<file path="src/pkg/tnl_pkg.sv">
package tnl_pkg;

    // ----------------------------------------
    // clock and tick
    // ----------------------------------------
    localparam int CLK_HZ = 10_000_000;
    localparam int MS_PER_S = 1000;
    // cycles of CLK per millisecond tick
    localparam int MS_CYC = CLK_HZ / MS_PER_S;

    // ----------------------------------------
    // led timing, durations in milliseconds, flash counts in flashes
    // ----------------------------------------
    localparam logic [15:0] FLASH_ON_MS = 16'h0028; // 40 ms lit per flash
    localparam logic [15:0] SLOT_MS = 16'h00A0; // 160 ms
    localparam logic [15:0] OFFLINE_PERIOD_MS = 16'h03E8; // 1 s
    localparam logic [15:0] MONITOR_MS = 16'h1388; // 5 s
    localparam logic [15:0] DUP_QUIET_MS = 16'h1388; // 5 s
    localparam logic [15:0] IDLE_DARK_MS = 16'h07D0; // 2 s
    localparam logic [15:0] SOLO_DARK_MS = 16'h06A4; // 1.7 s
    localparam logic [15:0] DUP_DARK_MS = 16'h0578; // 1.4 s
    localparam logic [15:0] TOKEN_LOSS_MS = 16'h03E8; // 1 s
    localparam logic [15:0] TIMER_MAX = 16'hFFFF;
    localparam logic [2:0] ONE_FLASH = 3'h1;
    localparam logic [2:0] IDLE_FLASHES = 3'h2;
    localparam logic [2:0] SOLO_FLASHES = 3'h3;
    localparam logic [2:0] DUP_FLASHES = 3'h4;

    // ----------------------------------------
    // host answer timeout
    // ----------------------------------------
    localparam int HOST_TIMEOUT_MS = 1000;
    localparam int HOST_TIMEOUT_CYC = MS_CYC * HOST_TIMEOUT_MS;

    // ----------------------------------------
    // read request fields
    // ----------------------------------------
    localparam int ROUTES = 5;
    localparam int WORD_W = 16;
    localparam logic [15:0] CMD_READ = 16'h0002;
    localparam logic [15:0] READ_COUNT = 16'h0002;
    localparam logic [15:0] READ_START = 16'h0001;
    localparam logic [15:0] SLAVE_ROUTE = 16'h0001;
    localparam logic [15:0] ROUTE_ZERO = 16'h0000;
    localparam logic [6:0] ADDR_OFFSET = 7'h01;

    // ----------------------------------------
    // answer error codes
    // ----------------------------------------
    localparam logic [15:0] ERR_NONE = 16'h0000;
    localparam logic [15:0] ERR_CMD = 16'h0001;
    localparam logic [15:0] ERR_COUNT = 16'h0002;
    localparam logic [15:0] ERR_START = 16'h0003;
    localparam logic [15:0] ERR_ROUTE = 16'h0004;
    localparam logic [15:0] ERR_TIMEOUT = 16'h0005;

    typedef enum logic [2:0] {NET_OFFLINE, NET_NORMAL, NET_IDLE, NET_SOLO, NET_DUP} tnl_net_e;
    typedef enum logic [1:0] {HOST_IDLE, HOST_REQ, HOST_WAIT} tnl_host_e;

endpackage : tnl_pkg

</file>
<file path="src/pkg/tnl_link_if.sv">
`timescale 1ns/10ps
`default_nettype none

interface tnl_link_if;
    logic req_valid;
    logic req_ready;
    logic [15:0] req_cmd;
    logic [15:0] req_count;
    logic [15:0] req_start;
    logic [4:0][15:0] req_route;
    logic rsp_valid;
    logic [15:0] rsp_err;
    logic [15:0] rsp_word0;
    logic [15:0] rsp_word1;

    modport dev (
        input req_valid,
        output req_ready,
        input req_cmd,
        input req_count,
        input req_start,
        input req_route,
        output rsp_valid,
        output rsp_err,
        output rsp_word0,
        output rsp_word1
    );

    modport host (
        output req_valid,
        input req_ready,
        output req_cmd,
        output req_count,
        output req_start,
        output req_route,
        input rsp_valid,
        input rsp_err,
        input rsp_word0,
        input rsp_word1
    );
endinterface : tnl_link_if

`default_nettype wire

</file>
<file path="src/tnl_device_end.sv">
`timescale 1ns/10ps
`default_nettype none

module tnl_device_end #(
    parameter int MS_CYC = tnl_pkg::MS_CYC
) (
    input wire logic CLK, // system clock
    input wire logic RST, // async reset, high
    tnl_link_if.dev LINK, // request link to controller
    input wire logic [5:0] ADDR_SW_ON, // address switches, 1 = ON
    input wire logic TOKEN_PASS, // token received and passed
    input wire logic OTHER_HEARD, // packet from another station
    input wire logic SOLO_CLAIM, // token claimed, no successor
    input wire logic DUP_HEARD, // packet from same address
    input wire logic [15:0] WEIGHT_WORD, // integer weight
    input wire logic [15:0] STATUS_WORD, // scale status
    output logic LED, // green diagnostic led
    output logic [6:0] NODE_ADDR, // node address 1..64
    output tnl_pkg::tnl_net_e NET_STATE // network state
);

    // ----------------------------------------
    // pattern helpers
    // ----------------------------------------
    function automatic logic [2:0] flash_count(input tnl_pkg::tnl_net_e st);
        unique case (st)
            tnl_pkg::NET_IDLE: flash_count = tnl_pkg::IDLE_FLASHES;
            tnl_pkg::NET_SOLO: flash_count = tnl_pkg::SOLO_FLASHES;
            tnl_pkg::NET_DUP: flash_count = tnl_pkg::DUP_FLASHES;
            default: flash_count = tnl_pkg::ONE_FLASH;
        endcase
    endfunction : flash_count

    function automatic logic [15:0] dark_ms(input tnl_pkg::tnl_net_e st);
        unique case (st)
            tnl_pkg::NET_NORMAL: dark_ms = tnl_pkg::SLOT_MS - tnl_pkg::FLASH_ON_MS;
            tnl_pkg::NET_IDLE: dark_ms = tnl_pkg::IDLE_DARK_MS;
            tnl_pkg::NET_SOLO: dark_ms = tnl_pkg::SOLO_DARK_MS;
            tnl_pkg::NET_DUP: dark_ms = tnl_pkg::DUP_DARK_MS;
            default: dark_ms = tnl_pkg::OFFLINE_PERIOD_MS - tnl_pkg::FLASH_ON_MS;
        endcase
    endfunction : dark_ms

    localparam logic [23:0] MS_LAST = 24'(MS_CYC - 1);

    logic [23:0] div_reg;
    logic ms_tick;
    tnl_pkg::tnl_net_e state_reg;
    tnl_pkg::tnl_net_e state_next;
    logic [15:0] timer_reg;
    logic heard_tok_reg;
    logic heard_oth_reg;
    logic [15:0] phase_reg;
    logic [15:0] slot_reg;
    logic led_reg;
    logic [6:0] node_addr_reg;
    logic rsp_valid_reg;
    logic [15:0] rsp_err_reg;
    logic [15:0] rsp_word0_reg;
    logic [15:0] rsp_word1_reg;

    // ----------------------------------------
    // millisecond tick
    // ----------------------------------------
    // divided tick
    assign ms_tick = (div_reg == MS_LAST);

    always_ff @(posedge CLK or posedge RST) begin
        if (RST) begin
            div_reg <= 24'h000000;
        end else begin
            div_reg <= ms_tick ? 24'h000000 : div_reg + 24'h000001;
        end
    end

    // ----------------------------------------
    // network state
    // ----------------------------------------
    wire state_chg = (state_next != state_reg);
    wire in_offline = (state_reg == tnl_pkg::NET_OFFLINE);
    wire monitor_done = (timer_reg >= tnl_pkg::MONITOR_MS);
    wire token_lost = (timer_reg >= tnl_pkg::TOKEN_LOSS_MS);
    wire dup_quiet = (timer_reg >= tnl_pkg::DUP_QUIET_MS);
    // a fresh duplicate packet restarts the quiet time
    wire timer_clr = state_chg
        | (DUP_HEARD && state_reg == tnl_pkg::NET_DUP)
        | (TOKEN_PASS && state_reg == tnl_pkg::NET_NORMAL);
    wire enter_offline = state_chg && (state_next == tnl_pkg::NET_OFFLINE);

    always_comb begin
        state_next = state_reg;
        if (DUP_HEARD && state_reg != tnl_pkg::NET_DUP) begin
            state_next = tnl_pkg::NET_DUP;
        end else begin
            unique case (state_reg)
                tnl_pkg::NET_OFFLINE: begin
                    // decide only after the full monitor time
                    if (monitor_done) begin
                        if (heard_tok_reg || TOKEN_PASS) begin
                            state_next = tnl_pkg::NET_NORMAL;
                        end else if (heard_oth_reg || OTHER_HEARD) begin
                            state_next = tnl_pkg::NET_IDLE;
                        end else begin
                            state_next = tnl_pkg::NET_SOLO;
                        end
                    end
                end
                tnl_pkg::NET_NORMAL: begin
                    if (SOLO_CLAIM) begin
                        state_next = tnl_pkg::NET_SOLO;
                    end else if (token_lost && !TOKEN_PASS) begin
                        state_next = tnl_pkg::NET_OFFLINE;
                    end
                end
                tnl_pkg::NET_IDLE: begin
                    if (TOKEN_PASS) begin
                        state_next = tnl_pkg::NET_NORMAL;
                    end else if (SOLO_CLAIM) begin
                        state_next = tnl_pkg::NET_SOLO;
                    end
                end
                tnl_pkg::NET_SOLO: begin
                    if (TOKEN_PASS) begin
                        state_next = tnl_pkg::NET_NORMAL;
                    end else if (OTHER_HEARD) begin
                        state_next = tnl_pkg::NET_IDLE;
                    end
                end
                tnl_pkg::NET_DUP: begin
                    // passive until 5 s without the duplicate
                    if (dup_quiet && !DUP_HEARD) begin
                        state_next = tnl_pkg::NET_OFFLINE;
                    end
                end
            endcase
        end
    end

    always_ff @(posedge CLK or posedge RST) begin
        if (RST) begin
            state_reg <= tnl_pkg::NET_OFFLINE;
            timer_reg <= 16'h0000;
        end else begin
            state_reg <= state_next;
            if (timer_clr) begin
                timer_reg <= 16'h0000;
            end else if (ms_tick && timer_reg != tnl_pkg::TIMER_MAX) begin
                timer_reg <= timer_reg + 16'h0001;
            end
        end
    end

    // traffic seen during monitoring; an event on the entry cycle still counts
    always_ff @(posedge CLK or posedge RST) begin
        if (RST) begin
            heard_tok_reg <= 1'b0;
            heard_oth_reg <= 1'b0;
        end else begin
            heard_tok_reg <= ((heard_tok_reg && !enter_offline) || TOKEN_PASS)
                && (state_next == tnl_pkg::NET_OFFLINE) && (in_offline || enter_offline);
            heard_oth_reg <= ((heard_oth_reg && !enter_offline) || OTHER_HEARD)
                && (state_next == tnl_pkg::NET_OFFLINE) && (in_offline || enter_offline);
        end
    end

    // ----------------------------------------
    // flash pattern
    // ----------------------------------------
    wire [15:0] lit_span = ({13'h0000, flash_count(state_reg)} - 16'h0001)
        * tnl_pkg::SLOT_MS + tnl_pkg::FLASH_ON_MS;
    wire [15:0] period_last = lit_span + dark_ms(state_reg) - 16'h0001;
    wire phase_wrap = (phase_reg == period_last);
    wire slot_wrap = phase_wrap || (slot_reg == tnl_pkg::SLOT_MS - 16'h0001);
    wire led_next = (phase_reg < lit_span) && (slot_reg < tnl_pkg::FLASH_ON_MS);

    always_ff @(posedge CLK or posedge RST) begin
        if (RST) begin
            phase_reg <= 16'h0000;
            slot_reg <= 16'h0000;
            led_reg <= 1'b0;
        end else begin
            led_reg <= led_next;
            if (state_chg) begin
                phase_reg <= 16'h0000;
                slot_reg <= 16'h0000;
            end else if (ms_tick) begin
                phase_reg <= phase_wrap ? 16'h0000 : phase_reg + 16'h0001;
                slot_reg <= slot_wrap ? 16'h0000 : slot_reg + 16'h0001;
            end
        end
    end

    // ----------------------------------------
    // node address
    // ----------------------------------------
    always_ff @(posedge CLK or posedge RST) begin
        if (RST) begin
            node_addr_reg <= 7'h00;
        end else begin
            // OFF switches weigh in, plus one
            node_addr_reg <= {1'b0, ~ADDR_SW_ON} + tnl_pkg::ADDR_OFFSET;
        end
    end

    // ----------------------------------------
    // read request handling
    // ----------------------------------------
    // only a node in token rotation answers
    assign LINK.req_ready = (state_reg == tnl_pkg::NET_NORMAL);
    wire req_take = LINK.req_valid && LINK.req_ready;
    wire addr_hit = (LINK.req_route[0] == {9'h000, node_addr_reg});
    wire route_ok = (LINK.req_route[1] == tnl_pkg::SLAVE_ROUTE)
        && (LINK.req_route[2] == tnl_pkg::ROUTE_ZERO)
        && (LINK.req_route[3] == tnl_pkg::ROUTE_ZERO)
        && (LINK.req_route[4] == tnl_pkg::ROUTE_ZERO);
    wire [15:0] err_sel = (LINK.req_cmd != tnl_pkg::CMD_READ) ? tnl_pkg::ERR_CMD
        : (LINK.req_count != tnl_pkg::READ_COUNT) ? tnl_pkg::ERR_COUNT
        : (LINK.req_start != tnl_pkg::READ_START) ? tnl_pkg::ERR_START
        : !route_ok ? tnl_pkg::ERR_ROUTE
        : tnl_pkg::ERR_NONE;
    wire err_free = (err_sel == tnl_pkg::ERR_NONE);

    always_ff @(posedge CLK or posedge RST) begin
        if (RST) begin
            rsp_valid_reg <= 1'b0;
            rsp_err_reg <= tnl_pkg::ERR_NONE;
            rsp_word0_reg <= 16'h0000;
            rsp_word1_reg <= 16'h0000;
        end else begin
            // a request for another node is silently dropped
            rsp_valid_reg <= req_take && addr_hit;
            if (req_take && addr_hit) begin
                rsp_err_reg <= err_sel;
                rsp_word0_reg <= err_free ? WEIGHT_WORD : 16'h0000;
                rsp_word1_reg <= err_free ? STATUS_WORD : 16'h0000;
            end
        end
    end

    assign LINK.rsp_valid = rsp_valid_reg;
    assign LINK.rsp_err = rsp_err_reg;
    assign LINK.rsp_word0 = rsp_word0_reg;
    assign LINK.rsp_word1 = rsp_word1_reg;
    assign LED = led_reg;
    assign NODE_ADDR = node_addr_reg;
    assign NET_STATE = state_reg;

endmodule : tnl_device_end

`default_nettype wire

</file>
<file path="src/flat_wrapper.sv">
// flat-port wrapper written by rule: the top's interface ports become plain ports
module tnl_device_end_flat 
#(
    parameter int MS_CYC = tnl_pkg::MS_CYC
)
  (CLK, RST, ADDR_SW_ON, TOKEN_PASS, OTHER_HEARD, SOLO_CLAIM, DUP_HEARD, WEIGHT_WORD, STATUS_WORD, LED, NODE_ADDR, NET_STATE, LINK_req_valid, LINK_req_ready, LINK_req_cmd, LINK_req_count, LINK_req_start, LINK_req_route, LINK_rsp_valid, LINK_rsp_err, LINK_rsp_word0, LINK_rsp_word1);
  tnl_link_if LINK_i ();
  input wire logic CLK;
  input wire logic RST;
  input wire logic [5:0] ADDR_SW_ON;
  input wire logic TOKEN_PASS;
  input wire logic OTHER_HEARD;
  input wire logic SOLO_CLAIM;
  input wire logic DUP_HEARD;
  input wire logic [15:0] WEIGHT_WORD;
  input wire logic [15:0] STATUS_WORD;
  output logic LED;
  output logic [6:0] NODE_ADDR;
  output tnl_pkg::tnl_net_e NET_STATE;
  input wire logic [$bits(LINK_i.req_valid)-1:0] LINK_req_valid;
  output wire logic [$bits(LINK_i.req_ready)-1:0] LINK_req_ready;
  input wire logic [$bits(LINK_i.req_cmd)-1:0] LINK_req_cmd;
  input wire logic [$bits(LINK_i.req_count)-1:0] LINK_req_count;
  input wire logic [$bits(LINK_i.req_start)-1:0] LINK_req_start;
  input wire logic [$bits(LINK_i.req_route)-1:0] LINK_req_route;
  output wire logic [$bits(LINK_i.rsp_valid)-1:0] LINK_rsp_valid;
  output wire logic [$bits(LINK_i.rsp_err)-1:0] LINK_rsp_err;
  output wire logic [$bits(LINK_i.rsp_word0)-1:0] LINK_rsp_word0;
  output wire logic [$bits(LINK_i.rsp_word1)-1:0] LINK_rsp_word1;
  assign LINK_i.req_valid = LINK_req_valid;
  assign LINK_req_ready = LINK_i.req_ready;
  assign LINK_i.req_cmd = LINK_req_cmd;
  assign LINK_i.req_count = LINK_req_count;
  assign LINK_i.req_start = LINK_req_start;
  assign LINK_i.req_route = LINK_req_route;
  assign LINK_rsp_valid = LINK_i.rsp_valid;
  assign LINK_rsp_err = LINK_i.rsp_err;
  assign LINK_rsp_word0 = LINK_i.rsp_word0;
  assign LINK_rsp_word1 = LINK_i.rsp_word1;
  tnl_device_end #(.MS_CYC(MS_CYC)) u_core (.CLK(CLK), .RST(RST), .LINK(LINK_i), .ADDR_SW_ON(ADDR_SW_ON), .TOKEN_PASS(TOKEN_PASS), .OTHER_HEARD(OTHER_HEARD), .SOLO_CLAIM(SOLO_CLAIM), .DUP_HEARD(DUP_HEARD), .WEIGHT_WORD(WEIGHT_WORD), .STATUS_WORD(STATUS_WORD), .LED(LED), .NODE_ADDR(NODE_ADDR), .NET_STATE(NET_STATE));
endmodule
</file>
<file path="config.mk">
export PLATFORM = sky130hd
export DESIGN_NAME = tnl_device_end_flat
export DESIGN_NICKNAME = d
export VERILOG_FILES = /design/src/pkg/tnl_pkg.sv /design/src/pkg/tnl_link_if.sv /design/src/tnl_device_end.sv /design/src/flat_wrapper.sv
export SDC_FILE = /design/constraint.sdc
export NUM_CORES = 1
export LEC_CHECK = 0
export ABC_CLOCK_PERIOD_IN_PS = 3800
export BUFFER_PORTS_ARGS = -buffer_cell sky130_fd_sc_hd__clkbuf_2
export CAP_MARGIN = 30
export CORE_MARGIN = 2
export CORE_UTILIZATION = 37
export DETAILED_ROUTE_END_ITERATION = 16
export GPL_TIMING_DRIVEN = 0
export PLACE_DENSITY = 0.65
export SKIP_CTS_REPAIR_TIMING = 1
export SYNTH_ARGS = -nofsm -noshare
export SYNTH_HDL_FRONTEND = slang
export SYNTH_SLANG_ARGS = --single-unit
</file>
<file path="constraint.sdc">
create_clock -name CLK -period 3.8 [get_ports CLK]
set_clock_uncertainty 0.2 [all_clocks]
set_input_delay 0.57 -clock CLK [delete_from_list [all_inputs] [get_ports CLK]]
set_output_delay 0.57 -clock CLK [all_outputs]
set_load 0.01 [all_outputs]
</file>
==> flow_summary_export.csv <==
group,metric,value,unit
clocking,clkLatencyLatePin,0.42,ns
place,dp_cells,1170,
global_routing,grt_util_all_layers,19.43,%
setup_path,startpoint_of_the_worst_register_to_register_path,"u_core.NET_STATE[2]$_DFF_PP0_",
finish,diodes,0,
logic_synthesis,ys_async_sr_fraction,100.0,%
finish,largest_reg_flops,24,
route,post-route-drc-count,0,
timing,drv_slew,0,
timing,finalSetupViolations,0,
clocking,cts.path.max_buffers,2,
clocking,clk_pin_slew_worst_paths,0.06,ns
pwr,total_power,3198,uW
finish,final_nets,1168,
floorplanning,fp.coreArea,18090,um^2
timing,slew_headroom,28.87,%
pwr,ir_drop,0.0003202,V
place,gp_routability_congestion,0.8228,
logic_synthesis,avgSynthCellArea,9.803,um^2
setup_path,critical_path.reg2reg.endpoint,"u_core.slot_reg[8]$_DFFE_PP0P_",
logic_synthesis,netlist.area_leader.share,44.06,%
place,final_hpwl_from_detailed_placement,15110,um
logic_synthesis,yosysMostFrequentCell,"dfrtp_1",
place,port-buffer-count,220,
route,routedWlPerCell,15.90,um
logic_synthesis,yosys_most_used_dff,"dfrtp_1",
timing,timing.final.crit_share,97.64,%
floorplanning,io_pins,234,
min_path,timing.hold.worst.class,"in -> reg",
run_status,run_status,"finished clean",
floorplanning,initial_core_util,37.99,%
min_path,min_delay_worst_endpoint,"u_core.NODE_ADDR[0]$_DFF_PP0_",
route,drt_first_iter_violations,273,
global_routing,grt_max_degree,42,
global_routing,grt_first_pass_wirelength,30190,um
finish,layout.filler_cells,1618,
setup_path,cp.required,3.93,ns
global_routing,grt_overflow,0,
setup_path,timing.critical_path.from_type,"register",
route,vias,6084,
setup_path,ff2ff_path_depth,18,
pwr,power_density,344.3,nW/um^2
timing,final_hold_viol_count,0,
flow_run,max_cap_violations,0,
logic_synthesis,yosys-top-cells-count,"dfrtp_1, xor2_1, nor2_1",
clocking,clkSinkCount,121,
setup_path,timing_worst_setup_path_type,"reg -> reg",
route,antenna_left,0,
floorplanning,placement_rows,49,
clocking,number_of_h_tree_branching_levels,4,
logic_synthesis,ys_seq_elements,121,
setup_path,critPathMaxFanout,10,
finish,drive_above_1_share,32.99,%
floorplanning,die_x,140.3,um
floorplanning,die_h,140.3,um
min_path,hold-path-cell-count,1,
min_path,hold_path.startpoint,"ADDR_SW_ON[0]",
global_routing,first_global_vias,5773,
logic_synthesis,synth.yosys.seq_area_share,44.06,%
setup_path,end_kind,"register",
finish,area_growth_syn_to_layout,35.18,%
setup_path,rrSetupSlack,0.09,ns
logic_synthesis,synth.lib_cells_used.distinct,60,
clocking,clock-root-buffer,"clkbuf_16",
clocking,cts-buffers-inserted,17,
route,first_pass_iters,4,
logic_synthesis,syn_inst,701,
timing,finalWorstPathRequiredPeriod,3.710,ns
clocking,tritoncts,"done",
logic_synthesis,post-synth-top-area-cell,"dfrtp_1",
logic_synthesis,synth-edff-count,0,
route,vias_per_cell,5.012,
route,finalWirelength,19300,um
timing,max_freq,269.5,MHz
logic_synthesis,yosysWarnings,0,
global_routing,number_of_antenna_violations_at_the_first_check_in_global_routing,0,
floorplanning,die_area,19680,um^2
logic_synthesis,synth.cell_area,6872,um^2
timing,worst-slew-pin-transition,1.052,ns
setup_path,cp_data_arrival_time,3.84,ns
pwr,power_leakage,0.004538,uW
logic_synthesis,top_post_synthesis_cells_by_area,"dfrtp_1, xor2_1, xnor2_1, a22o_1, ha_1",
finish,final_cell_count_no_fill,1214,
[worst max-delay path: stages, from the launching register on]
cell and delay (ns):
dfrtp_1 0.38, buf_6 0.14, nand2b_4 0.13, buf_6 0.14
nor2_8 0.12, inv_4 0.06, nand2_4 0.09, ha_4 0.17
and3_4 0.22, xor2_4 0.19, ha_4 0.25, o21a_1 0.12
or3_1 0.30, and3_1 0.18, mux2_2 0.30, nand3_4 0.14
o21ai_4 0.09, buf_6 0.17, a211oi_1 0.22
[logic make-up after synthesis]
kind of cell | synth area share [%]
adder cells (fa/ha/maj) | 4.297
XOR/XNOR | 12.09
flip-flops | 44.06
buffers and inverters | 4.771
AND/OR/NAND/NOR | 21.69
multiplexers | 0.7647
AO/OA/AOI/OAI | 12.27
other | 0.05457
[final cells by class]
type / count / area [um^2] / area share [%]
tap: 229 / 286.5 / 3.085
clock inverter: 15 / 167.7 / 1.805
sequential: 121 / 3029 / 32.61
timing repair buffer: 236 / 1265 / 13.62
clock buffer: 17 / 425.4 / 4.580
multi-input combinational: 529 / 3780 / 40.69
inverter: 27 / 107.6 / 1.158
buffer: 40 / 227.7 / 2.452
[metrics by stage]
step	hold WS [ns]	utilization [%]	setup WS [ns]	area (um^2)	setup TNS (ns)
after floorplan	0.2329	-	0.06707	6939	0
after global placement	0.2486	46.04	-0.4912	8327	-10.10
after detailed placement	0.2584	46.37	-0.4766	8387	-9.572
after CTS	-0.02944	49.65	-0.5265	8980	-10.50
after global routing	0.1030	51.36	-0.02779	9289	-0.1252
final	0.1129	51.36	0.08982	9289	0
[power breakdown]
part	leakage (uW)	switching, uW	internal (uW)
clock network	0.000289	710	885
logic	0.00260	147	158
registers	0.00165	4.29	1290
total	0.00454	862	2340
[metal layers]
metal	up-vias	share of wire [%]	track usage, %	wire [um]
met5	-	0	0	0
met4	0	1.3	5.635	247
met3	18	4.8	4.547	929
met2	152	44	27.04	8515
met1	2849	50	29.88	9609
li1	3065	-	-	-
[how the worst max path moves through the flow]
| stage | to | slack [ns] | from |
|---|---|---|---|
| 3_5_place_dp | u_core.slot_reg[10]$_DFFE_PP0P_ | -0.48 | u_core.NET_STATE[0]$_DFF_PP0_ |
| 4_1_cts | u_core.slot_reg[9]$_DFFE_PP0P_ | -0.53 | u_core.NET_STATE[0]$_DFF_PP0_ |
| 6_report | u_core.slot_reg[8]$_DFFE_PP0P_ | 0.09 | u_core.NET_STATE[2]$_DFF_PP0_ |
| 3_3_place_gp | u_core.slot_reg[2]$_DFFE_PP0P_ | -0.49 | u_core.NET_STATE[0]$_DFF_PP0_ |
| 2_1_floorplan | u_core.slot_reg[10]$_DFFE_PP0P_ | 0.07 | u_core.NET_STATE[0]$_DFF_PP0_ |
| 5_1_grt | u_core.slot_reg[6]$_DFFE_PP0P_ | -0.03 | u_core.NET_STATE[2]$_DFF_PP0_ |
[cells in the final DEF, fill, tap and decap left out, types with 25 or more instances in the layout]
cell type,count
nand4_1,27
clkbuf_2,220
nand2_1,47
nor3_1,26
xnor2_1,34
xor2_1,56
nor2_1,52
buf_4,25
dfrtp_1,120
nor4_1,34
a22o_1,32
Note: power is estimated with default switching activity, not from simulation.
